## src/touch_seq_pkg.sv

```systemverilog
// Shared constants and carrier types for the touch conversion sequencer
package touch_seq_pkg;
  localparam int unsigned MCLK_PERIOD_NS = 20;
  localparam int unsigned CONV_CLK_PERIOD_NS = 250;
  localparam int unsigned CONV_CLK_DIV_INT = CONV_CLK_PERIOD_NS / MCLK_PERIOD_NS;
  localparam logic [3:0] CONV_CLK_DIV = 4'(CONV_CLK_DIV_INT);
  localparam logic [4:0] STEP_CYC_12 = 5'h13;
  localparam logic [4:0] STEP_CYC_8 = 5'h10;
  localparam logic [4:0] FILT_CYC = 5'h13;
  localparam logic [4:0] OVERLAP_CYC = 5'h04;
  localparam logic [2:0] NUM_CONV = 3'h7;
  localparam logic [5:0] WR_PERIODS = 6'h14;
  localparam logic [5:0] RD12_PERIODS = 6'h1D;
  localparam logic [5:0] RD8_PERIODS = 6'h14;
  localparam logic [5:0] EDGE_BIAS = 6'h02;
  localparam logic [3:0] CMD_SETUP = 4'hB;
  localparam int unsigned CMD_FUNC_LSB = 4;
  localparam int unsigned CMD_MODE_BIT = 1;
  localparam int unsigned CMD_FILT_BIT = 1;
  localparam logic FILT_BYPASS_RST = 1'b0;
  localparam logic [7:0] FILL_BYTE = 8'hFF;
  localparam logic [3:0] DIVISOR = 4'h5;
  localparam logic [3:0] DIV_STEPS = 4'hF;

  typedef struct packed {
    logic valid;
    logic [7:0] data;
  } cmd_type;

  typedef struct packed {
    logic valid;
    logic mode8;
    logic [11:0] data;
  } result_type;

  typedef enum logic [2:0] {
    ST_IDLE = 3'b001,
    ST_CONV = 3'b010,
    ST_FILT = 3'b100
  } seq_state_type;
endpackage

```

## src/touch_adc_conversion_sequencer.sv

```systemverilog
// Conversion sequencer for one preprocessed touch measurement
// Functional notes
// Step lasts 19 clocks 12-bit, 16 8-bit
// Seven conversions per command, then one result
// Filter pass takes 19 clocks after conversions
// First acquisition overlaps bus by four clocks
// Command write frame lasts 20 bus periods
// Twelve-bit read frame lasts 29 bus periods
// Eight-bit read frame lasts 20 bus periods
// Mode bit zero twelve-bit, one eight-bit
// Setup filter bit selects filter or bypass
// Read sends bits 11-4, then 3-0, zeros
// Bypass: single conversion, no filter pass
`timescale 1ns/1ps
module touch_adc_conversion_sequencer
  import touch_seq_pkg::*;
(
  // Clock and reset
  input wire logic i_mclk,
  input wire logic i_reset,
  // Command byte from the bus slave
  input wire cmd_type i_cmd,
  // Bus frame events from the bus slave
  input wire logic i_bus_start,
  input wire logic i_bus_stop,
  input wire logic i_read_frame,
  input wire logic i_byte_req,
  // Serial clock pin
  input wire logic i_scl,
  // Converter sample
  input wire logic [11:0] i_sample,
  // Status and result
  output logic o_busy,
  output logic o_sample_strobe,
  output result_type o_result,
  output logic [7:0] o_rd_byte,
  output logic o_frame_done,
  output logic o_frame_ok,
  output logic [5:0] o_frame_periods
);
  seq_state_type state_r, state_nxt;
  logic [3:0] div_r, div_nxt;
  logic [4:0] cyc_r, cyc_nxt;
  logic [2:0] conv_r, conv_nxt;
  logic mode8_r, mode8_nxt;
  logic bypass_r, bypass_nxt;
  logic [14:0] sum_r, sum_nxt;
  logic [11:0] min_r, min_nxt;
  logic [11:0] max_r, max_nxt;
  logic [14:0] num_r, num_nxt;
  logic [2:0] rem_r, rem_nxt;
  logic [3:0] bits_r, bits_nxt;
  result_type res_r, res_nxt;
  logic strobe_r, strobe_nxt;
  logic tick;
  logic [4:0] step_len;
  logic [11:0] smp;
  logic [14:0] sum_new;
  logic [11:0] min_new;
  logic [11:0] max_new;
  logic [3:0] trial;

  // Frame period counter state
  logic scl_s1_r, scl_s2_r, scl_s3_r;
  logic scl_lvl_r, scl_lvl_nxt;
  logic in_frame_r, in_frame_nxt;
  logic rd_frame_r, rd_frame_nxt;
  logic [5:0] edges_r, edges_nxt;
  logic done_r, done_nxt;
  logic ok_r, ok_nxt;
  logic [5:0] len_r, len_nxt;
  logic scl_rise;
  logic [5:0] expect_len;

  // Conversion clock made from the system clock by division
  assign tick = (div_r == CONV_CLK_DIV - 4'h1);
  assign step_len = mode8_r ? STEP_CYC_8 : STEP_CYC_12;
  assign smp = mode8_r ? {4'h0, i_sample[11:4]} : i_sample;
  assign sum_new = sum_r + {3'h0, smp};
  assign min_new = (smp < min_r) ? smp : min_r;
  assign max_new = (smp > max_r) ? smp : max_r;
  assign trial = {rem_r, num_r[14]};

  always_comb begin
    div_nxt = tick ? 4'h0 : div_r + 4'h1;
    state_nxt = state_r;
    cyc_nxt = cyc_r;
    conv_nxt = conv_r;
    mode8_nxt = mode8_r;
    bypass_nxt = bypass_r;
    sum_nxt = sum_r;
    min_nxt = min_r;
    max_nxt = max_r;
    num_nxt = num_r;
    rem_nxt = rem_r;
    bits_nxt = bits_r;
    res_nxt = res_r;
    res_nxt.valid = 1'b0;
    strobe_nxt = 1'b0;
    // Median-average: drop extremes, divide the middle five by five, bit-serial
    if (bits_r != 4'h0) begin
      bits_nxt = bits_r - 4'h1;
      if (trial >= DIVISOR) begin
        rem_nxt = 3'(trial - DIVISOR);
        num_nxt = {num_r[13:0], 1'b1};
      end else begin
        rem_nxt = trial[2:0];
        num_nxt = {num_r[13:0], 1'b0};
      end
    end
    case (state_r)
      ST_IDLE: begin
      end
      ST_CONV: begin
        if (tick) begin
          if (cyc_r == step_len - 5'h1) begin
            strobe_nxt = 1'b1;
            cyc_nxt = 5'h0;
            conv_nxt = conv_r + 3'h1;
            sum_nxt = sum_new;
            min_nxt = min_new;
            max_nxt = max_new;
            if (bypass_r) begin
              res_nxt = '{valid: 1'b1, mode8: mode8_r, data: smp};
              state_nxt = ST_IDLE;
            end else if (conv_r == NUM_CONV - 3'h1) begin
              num_nxt = sum_new - {3'h0, min_new} - {3'h0, max_new};
              rem_nxt = 3'h0;
              bits_nxt = DIV_STEPS;
              state_nxt = ST_FILT;
            end
          end else begin
            cyc_nxt = cyc_r + 5'h1;
          end
        end
      end
      ST_FILT: begin
        if (tick) begin
          if (cyc_r == FILT_CYC - 5'h1) begin
            res_nxt = '{valid: 1'b1, mode8: mode8_r, data: num_r[11:0]};
            state_nxt = ST_IDLE;
          end else begin
            cyc_nxt = cyc_r + 5'h1;
          end
        end
      end
      default: state_nxt = ST_IDLE;
    endcase
    // A new measurement command overrides whatever measurement is in progress; a setup command only sets bypass
    if (i_cmd.valid) begin
      if (i_cmd.data[7:CMD_FUNC_LSB] == CMD_SETUP) begin
        bypass_nxt = i_cmd.data[CMD_FILT_BIT];
      end else begin
        mode8_nxt = i_cmd.data[CMD_MODE_BIT];
        // Drop a step end or result of the abandoned run
        strobe_nxt = 1'b0;
        res_nxt = res_r;
        res_nxt.valid = 1'b0;
        state_nxt = ST_CONV;
        cyc_nxt = OVERLAP_CYC;
        conv_nxt = 3'h0;
        sum_nxt = 15'h0000;
        min_nxt = 12'hFFF;
        max_nxt = 12'h000;
        bits_nxt = 4'h0;
      end
    end
  end

  always_ff @(posedge i_mclk) begin
    if (i_reset) begin
      state_r <= ST_IDLE;
      div_r <= 4'h0;
      cyc_r <= 5'h00;
      conv_r <= 3'h0;
      mode8_r <= 1'b0;
      bypass_r <= FILT_BYPASS_RST;
      sum_r <= 15'h0000;
      min_r <= 12'hFFF;
      max_r <= 12'h000;
      num_r <= 15'h0000;
      rem_r <= 3'h0;
      bits_r <= 4'h0;
      res_r <= '0;
      strobe_r <= 1'b0;
    end else begin
      state_r <= state_nxt;
      div_r <= div_nxt;
      cyc_r <= cyc_nxt;
      conv_r <= conv_nxt;
      mode8_r <= mode8_nxt;
      bypass_r <= bypass_nxt;
      sum_r <= sum_nxt;
      min_r <= min_nxt;
      max_r <= max_nxt;
      num_r <= num_nxt;
      rem_r <= rem_nxt;
      bits_r <= bits_nxt;
      res_r <= res_nxt;
      strobe_r <= strobe_nxt;
    end
  end

  // Serial clock rise counted only once two later stages agree
  assign scl_rise = (scl_s2_r == scl_s3_r) && scl_s3_r && !scl_lvl_r;
  // Mode of the last measurement decides the expected read length
  assign expect_len = !rd_frame_r ? WR_PERIODS :
                      (mode8_r ? RD8_PERIODS : RD12_PERIODS);

  always_comb begin
    scl_lvl_nxt = (scl_s2_r == scl_s3_r) ? scl_s3_r : scl_lvl_r;
    in_frame_nxt = in_frame_r;
    rd_frame_nxt = rd_frame_r;
    edges_nxt = edges_r;
    done_nxt = 1'b0;
    ok_nxt = ok_r;
    len_nxt = len_r;
    if (in_frame_r && scl_rise) begin
      edges_nxt = edges_r + 6'h01;
    end
    if (i_bus_stop && in_frame_r) begin
      // START and STOP each take one period with no clock rise
      len_nxt = edges_r + EDGE_BIAS;
      ok_nxt = (edges_r + EDGE_BIAS) == expect_len;
      done_nxt = 1'b1;
      in_frame_nxt = 1'b0;
    end
    if (i_bus_start) begin
      in_frame_nxt = 1'b1;
      rd_frame_nxt = i_read_frame;
      edges_nxt = 6'h00;
    end
  end

  always_ff @(posedge i_mclk) begin
    if (i_reset) begin
      scl_s1_r <= 1'b1;
      scl_s2_r <= 1'b1;
      scl_s3_r <= 1'b1;
      scl_lvl_r <= 1'b1;
      in_frame_r <= 1'b0;
      rd_frame_r <= 1'b0;
      edges_r <= 6'h00;
      done_r <= 1'b0;
      ok_r <= 1'b0;
      len_r <= 6'h00;
    end else begin
      scl_s1_r <= i_scl;
      scl_s2_r <= scl_s1_r;
      scl_s3_r <= scl_s2_r;
      scl_lvl_r <= scl_lvl_nxt;
      in_frame_r <= in_frame_nxt;
      rd_frame_r <= rd_frame_nxt;
      edges_r <= edges_nxt;
      done_r <= done_nxt;
      ok_r <= ok_nxt;
      len_r <= len_nxt;
    end
  end

  touch_result_serializer u_ser (
    .i_mclk(i_mclk),
    .i_reset(i_reset),
    .i_rd_start(i_bus_start && i_read_frame),
    .i_byte_req(i_byte_req),
    .i_result(res_r.data),
    .i_mode8(res_r.mode8),
    .o_byte(o_rd_byte)
  );

  assign o_busy = (state_r != ST_IDLE);
  assign o_sample_strobe = strobe_r;
  assign o_result = res_r;
  assign o_frame_done = done_r;
  assign o_frame_ok = ok_r;
  assign o_frame_periods = len_r;
endmodule

```

## src/touch_result_serializer.sv

```systemverilog
// Result byte selector for the read transaction
`timescale 1ns/1ps
module touch_result_serializer
  import touch_seq_pkg::*;
(
  // Clock and reset
  input wire logic i_mclk,
  input wire logic i_reset,
  // Read frame control
  input wire logic i_rd_start,
  input wire logic i_byte_req,
  // Result
  input wire logic [11:0] i_result,
  input wire logic i_mode8,
  // Byte to shift out
  output logic [7:0] o_byte
);
  logic [1:0] idx_r;
  logic [1:0] idx_nxt;
  logic [7:0] byte_r;
  logic [7:0] byte_nxt;

  function automatic logic [7:0] pick(input logic [1:0] idx, input logic m8,
                                      input logic [11:0] r);
    logic [7:0] b;
    b = FILL_BYTE;
    if (idx == 2'h0) begin
      b = m8 ? r[7:0] : r[11:4];
    end else if (idx == 2'h1 && !m8) begin
      b = {r[3:0], 4'h0};
    end
    return b;
  endfunction

  always_comb begin
    idx_nxt = idx_r;
    byte_nxt = byte_r;
    if (i_rd_start) begin
      idx_nxt = 2'h0;
      byte_nxt = pick(2'h0, i_mode8, i_result);
    end else if (i_byte_req) begin
      // Saturate so an acknowledged extra byte keeps reading fill
      idx_nxt = (idx_r == 2'h3) ? idx_r : idx_r + 2'h1;
      byte_nxt = pick(idx_nxt, i_mode8, i_result);
    end
  end

  always_ff @(posedge i_mclk) begin
    if (i_reset) begin
      idx_r <= 2'h0;
      byte_r <= 8'h00;
    end else begin
      idx_r <= idx_nxt;
      byte_r <= byte_nxt;
    end
  end

  assign o_byte = byte_r;
endmodule

```

## config.mk

```make
export PLATFORM = sky130hd
export DESIGN_NAME = touch_adc_conversion_sequencer
export DESIGN_NICKNAME = d
export VERILOG_FILES = /design/src/touch_seq_pkg.sv /design/src/touch_adc_conversion_sequencer.sv /design/src/touch_result_serializer.sv
export SDC_FILE = /design/constraint.sdc
export NUM_CORES = 1
export LEC_CHECK = 0
export BUFFER_PORTS_ARGS = -buffer_cell sky130_fd_sc_hd__buf_2
export CORE_AREA = 3 3 129 256
export DETAILED_ROUTE_END_ITERATION = 7
export DIE_AREA = 0 0 132 259
export PLACE_DENSITY_LB_ADDON = 0.3
export SLEW_MARGIN = 0
export SYNTH_ARGS = -nofsm -noshare
export SYNTH_HDL_FRONTEND = slang
export SYNTH_SLANG_ARGS = --single-unit
```

## constraint.sdc

```tcl
create_clock -name i_mclk -period 9 [get_ports i_mclk]
set_input_delay 0.45 -clock i_mclk [delete_from_list [all_inputs] [get_ports i_mclk]]
set_output_delay 0.45 -clock i_mclk [all_outputs]
set_load 0.01 [all_outputs]
```

==> results.yml, run 1 <==
cts:
  cts.sinks: 123
  cts_tree: "done"
  post_cts_buffers: 0
  cts_hold_buf: 0
  numCtsBuffers: 17
  htree_levels: 4
  cts.clk_slew.worst_paths_ps: 60
  ctsResizeCount: 0
  clk_latency_ps: 430
  cts_buffer_depth: 2
  cts_root_buffer: "clkbuf_16"
timing:
  max_freq_ghz: 0.170
  hold_viol: 0
  min_period_ps: 5900
  relSlewSlack_pct: 25.4
  finalCritPeriodShare_pct: 65.5
  rsz0062_at_grt: "no"
  fin_skew_ps: 9.23
  worst_slew_pin_slew_ps: 1120
  slew_viol_final: 0
  setup_tns_ps: 0
  setup_viol: 0
  holdWs_ps: 240
place:
  port_buffers: 56
  dp.cells: 1382
  detailed_place_hpwl_mm: 17.8
  dpl_cell_area_um2: 8500
  gp_congestion: 0.824
logic_synthesis:
  synth_edf_count: 0
  synth_top_area_share_pct: 31.5
  synthTopCellsByCount: "123 x dfxtp_1, 119 x nand2_1, 99 x nor2_1"
  netlist_area_um2: 7810
  synthTopCellsByArea: "dfxtp_1 32%, ha_1 9.5%, nand2_1 5.7%, nor2_1 4.8%, a21oi_1 4.7%"
  synth_warnings: 0
  ys_types: 65
  async_flop_share_pct: 0
  ys_ff_latch: 123
  synth_flop_cell: "dfxtp_1"
  ys_seq_area_share_pct: 31.5
  synth_cells: 939
  synth_nets: 1039
  synth_largest_area_cell: "dfxtp_1"
  synth.most_common_cell: "dfxtp_1"
  syn_avg_cell_area_um2: 8.32
cells_and_area:
  fin_cells: 1414
  final_area_um2: 9090
  antenna_cells: 0
  drive_gt1_share_pct: 15.8
  fillCellCount: 3392
  area_growth_pct: 16.4
  final_nets: 1078
global_routing:
  grt_max_degree: 60
  antenna_found_initial: 0
  grt_pass1_vias: 6723
  grt_usage_pct: 13.4
  grt_pass1_wl_mm: 35.7
  gr-total-overflow: 0
route:
  postRouteAntennaNets: 0
  drt-total-wl_mm: 22.6
  drc: 0
  drt-wirelength-per-cell_um: 16.0
  drtIter0Drc: 268
  first_pass_iters: 5
  vias_per_cell: 4.69
  num_vias: 6634
worst_hold_path:
  hold_class: "input port to flip-flop"
critical_path:
  end_kind: "flip-flop"
  crit_path_start_kind: "flip-flop"
  r2r_start: "mode8_r"
  worstPathCellList: "mux2_2, ha_1, a21boi_0, o31ai_1, a31o_2, nand2_1, nor2_1, a21oi_1, fa_1, inv_1, ha_1, nor2b_1, o2111ai_1, a21oi_1, or3_1, a21oi_1, xor2_1, a211oi_2"
  reg2reg_slack_ps: 3100
  crit_fanout: 20
  slowest_stage: "dfxtp_1"
  cp-endpoint: "num_r[12]"
  cp.required_ps: 9280
  rr_worst_depth: 18
  r2r_end: "num_r[12]"
  arrival_ps: 6180
  critPathLaunch: "mode8_r"
  cpMostUsedCell: "a21oi_1"
  crit_type: "flip-flop to flip-flop"
  critical-path-max-stage-delay_ps: 850
power_and_ir_drop:
  power_leakage_nw: 3.81
  vdd.ir_drop.worst_mv: 0.0949
  fin_total_pwr_mw: 1.59
  power_density_nw_per_um2: 175
run_status:
  status: "finished, final reports clean"
die:
  core_area_um2: 31400
  num_rows: 92
  die-area_um2: 34200
  start_util_pct: 24.8
  pin_count: 60
  die-height_um: 259
  die_w_um: 132
run:
  cap_violations: 0
worst max-delay path: cells and delay by family (launching register included):
| kind | cells | cell delay [ps] |
|---|---|---|
| fa+ha+maj | 3 | 1210 |
| flops | 1 | 850 |
| buf+inv | 1 | 40 |
| xor+xnor | 1 | 200 |
| mux | 1 | 560 |
| simple gates | 4 | 1210 |
| compound gates | 8 | 1670 |
stage by stage:
step	setup slack [ps]	utilization, %
final	3100	28.9
after global routing	2770	28.9
after CTS	3060	28.9
after detailed placement	3100	27.0
after global placement	3100	27.0
after floorplan	3480	-
power breakdown:
| part | internal [mW] | switching [mW] |
|---|---|---|
| Combinational | 0.130 | 0.192 |
| Clock | 0.440 | 0.261 |
| Sequential | 0.555 | 0.00940 |
| Total | 1.13 | 0.462 |
logic make-up (layout without fill, tap and decap cells):
kind of cell | Yosys count | after routing | share of synthesized area (%)
fa+ha+maj | 72 | 72 | 12.8
flops | 123 | 123 | 31.5
simple gates | 332 | 332 | 19.8
mux | 61 | 61 | 8.24
xor+xnor | 36 | 36 | 4.04
buf+inv | 107 | 159 | 5.70
compound gates | 208 | 208 | 17.9
metal layers:
metal	global-route usage (%)	vias up	routed length [um]
met4	9.52	0	1520
li1	-	3336	-
met3	2.25	57	487
met1	11.5	3135	7600
met5	0	-	0
met2	27.3	106	12900
registers in the layout (all words and copies together) (netlist names), 2 cells and up:
signal,cells
sum_r,15
div_r,4
u_ser.idx_r,2
conv_r,3
rem_r,3
o_result,14
state_r,3
o_frame_periods,6
bits_r,4
u_ser.o_byte,8
edges_r,6
min_r,12
max_r,12
num_r,15
cyc_r,5
worst min path at each step:
stage,end,cells past startpoint,start
after floorplan,scl_s2_r,1,scl_s1_r
after global placement,scl_s2_r,1,scl_s1_r
after detailed placement,scl_s2_r,1,scl_s1_r
after CTS,scl_s1_r,2,i_scl
after global routing,scl_s1_r,2,i_scl
final,scl_s1_r,2,i_scl
layout by cell type (no fill, tap or decap), types with 10 or more instances in the layout:
cell,synthesis,final
a22oi_1,12,12
a211oi_1,12,12
o21ai_0,42,42
mux2i_1,35,35
xor2_1,19,19
nand3_1,17,17
nand2_1,119,119
fa_1,13,13
xnor2_1,17,17
dfxtp_1,123,123
clkbuf_16,0,17
a21o_1,11,11
inv_1,61,61
mux2_2,26,26
ha_1,59,59
buf_4,4,10
nor3_1,17,16
nor2b_1,11,11
nand2b_1,14,14
a21oi_1,74,73
buf_2,5,56
nor2_1,99,99
cell type report:
| cell class | instances | area, um2 | share of cell area, % |
|---|---|---|---|
| Clock buffer | 20 | 447 | 4.91 |
| Clock inverter | 12 | 148 | 1.62 |
| Inverter | 61 | 229 | 2.52 |
| Multi-Input combinational cell | 709 | 4920 | 54.1 |
| Sequential cell | 123 | 2460 | 27.1 |
| Tap cell | 423 | 529 | 5.82 |
| Timing Repair Buffer | 66 | 355 | 3.91 |
Note: power is estimated with default switching activity, not from simulation.
==> inputs of run 2 (changes only) <==
==> constraint.sdc (replaced) <==
create_clock -name i_mclk -period 4.7 [get_ports i_mclk]
set_input_delay 0.235 -clock i_mclk [delete_from_list [all_inputs] [get_ports i_mclk]]
set_output_delay 0.235 -clock i_mclk [all_outputs]
set_load 0.01 [all_outputs]
==> results.yml, run 2 (synthesized netlist as in run 1, its figures left out) <==
place:
  port_buffers: 56
  gp_congestion: 0.813
  dpl_cell_area_um2: 9050
  dp.cells: 1449
  detailed_place_hpwl_mm: 19.1
critical_path:
  crit_fanout: 6
  cp.required_ps: 5050
  crit_path_start_kind: "flip-flop"
  arrival_ps: 4940
  end_kind: "flip-flop"
  rr_worst_depth: 21
  crit_type: "flip-flop to flip-flop"
run_status:
  status: "finished, final reports clean"
worst_hold_path:
  hold_class: "input port to flip-flop"
  min_path_cells: 3
cells_and_area:
  antenna_cells: 0
  drive_gt1_share_pct: 25.0
  final_common_cell: "dfxtp_1"
  fin_cells: 1485
  area_growth_pct: 27.8
  final_area_um2: 9980
  fillCellCount: 3361
  final_nets: 1150
  most-common-layout-cells: "122 x dfxtp_1, 117 x nand2_1, 98 x nor2_1"
route:
  first_pass_iters: 6
  vias_per_cell: 4.72
  postRouteAntennaNets: 0
  drtIter0Drc: 258
  drc: 0
  drt-total-wl_mm: 24.4
  num_vias: 7002
  drt-wirelength-per-cell_um: 16.4
global_routing:
  grt_usage_pct: 14.4
  grt_pass1_wl_mm: 38.1
  grt_pass1_vias: 7126
  grt_max_degree: 51
  gr-total-overflow: 0
  antenna_found_initial: 1
power_and_ir_drop:
  vdd.ir_drop.worst_mv: 0.189
  power_leakage_nw: 4.25
  swShare_pct: 28.9
  fin_total_pwr_mw: 3.37
  comb_power_share_pct: 26.0
  clkPwrFrac_pct: 42.1
  power_density_nw_per_um2: 338
  p_int_mw: 2.40
  pwr-share-seq_pct: 32.0
  p_switching_mw: 0.974
die:
  die-height_um: 259
  num_rows: 92
  pin_count: 60
  die-area_um2: 34200
  start_util_pct: 24.8
  die_w_um: 132
  core_area_um2: 31400
timing:
  max_freq_ghz: 0.218
  relSlewSlack_pct: 22.2
  finalCritPeriodShare_pct: 97.7
  rsz0062_at_grt: "yes"
  hold_viol: 0
  fin_skew_ps: 9.88
  min_period_ps: 4590
  worst_slew_pin_slew_ps: 1170
  setup_viol: 0
  slew_viol_final: 0
cts:
  cts_buffer_depth: 2
  cts.sinks: 123
  numCtsBuffers: 17
  htree_levels: 4
  cts_tree: "done"
  cts_root_buffer: "clkbuf_16"
  clk_latency_ps: 430
  cts.clk_slew.worst_paths_ps: 60
run:
  cap_violations: 0
run 2: cell count changes in the layout (fill, tap and decap cells not counted), sizes merged:
cell,delta
dlygate4sd3,+1
buf,+71
clkinv,-3
inv,+1
bufinv,+1
run 2: metrics by stage:
stage               hold WS, ps  util, %  worst slack [ps]  TNS (ps)
finish                     64.9     31.8               110         0
global route               70.5     31.8             -76.9      -222
CTS                        47.5     31.2              1.91         0
detailed placement          404     28.8              -147      -978
global placement            402     28.8             -97.5      -552
floorplan                   339        -              10.2         0
run 2: per-layer routing:
| metal | vias up | part of all wire (%) | GRT usage, % |
|---|---|---|---|
| li1 | 3477 | - | - |
| met1 | 3333 | 33 | 12.2 |
| met2 | 125 | 58 | 29.4 |
| met3 | 65 | 2.3 | 2.52 |
| met4 | 2 | 6.4 | 9.61 |
| met5 | - | 0.053 | 0 |
run 2: power groups by stage:
| stage | Combinational [mW] | Clock (mW) | Sequential, mW |
|---|---|---|---|
| final | 0.875 | 1.42 | 1.08 |
| after global routing | 0.963 | 1.50 | 1.08 |
| after global placement | 0.801 | 0 | 1.10 |
| after floorplan | 0.490 | 0 | 1.10 |
| after CTS | 0.858 | 1.46 | 1.08 |
| after detailed placement | 0.805 | 0 | 1.10 |
run 2: area by class of cell:
cell class / count / area [um2] / share of cell area, %
clock buffer: 20 / 457 / 4.58
inverter: 61 / 229 / 2.29
sequential: 123 / 2470 / 24.7
multi-input combinational: 709 / 5210 / 52.2
tap: 423 / 529 / 5.30
clock inverter: 11 / 168 / 1.68
timing repair buffer: 138 / 923 / 9.25
run 2: path summary, 6_finish.rpt:
| check | from | end | slack, ps |
|---|---|---|---|
| min | i_bus_start | in_frame_r | 60 |
| min reg2reg | scl_s1_r | scl_s2_r | 410 |
| max reg2reg | mode8_r | num_r[8] | 110 |
| max | mode8_r | num_r[8] | 110 |
run 2: worst max-delay path, cell delays in order, from the launching register on:
cell	delay [ps]
dfxtp_4	390
mux2_4	330
ha_4	270
and3_4	180
nand3_2	60
or2_4	230
o221a_4	230
nor2_4	150
buf_12	140
buf_8	100
mux2_4	300
fa_1	550
inv_2	50
ha_4	230
a21o_1	180
a21oi_2	190
nand2_2	80
a21bo_2	230
buf_4	130
xor2_1	130
nor2_1	70
a311oi_2	280
run 2: what timing repair did:
action | 4_1_cts | 5_1_grt
hold buffers | 1 | 0
setup buffers | 1 | 2
pin swaps | 8 | 27
endpoints found under the hold margin | 1 | 0
gates cloned | 0 | 1
resized for setup | 19 | 31
endpoints found under the setup margin | 9 | 10
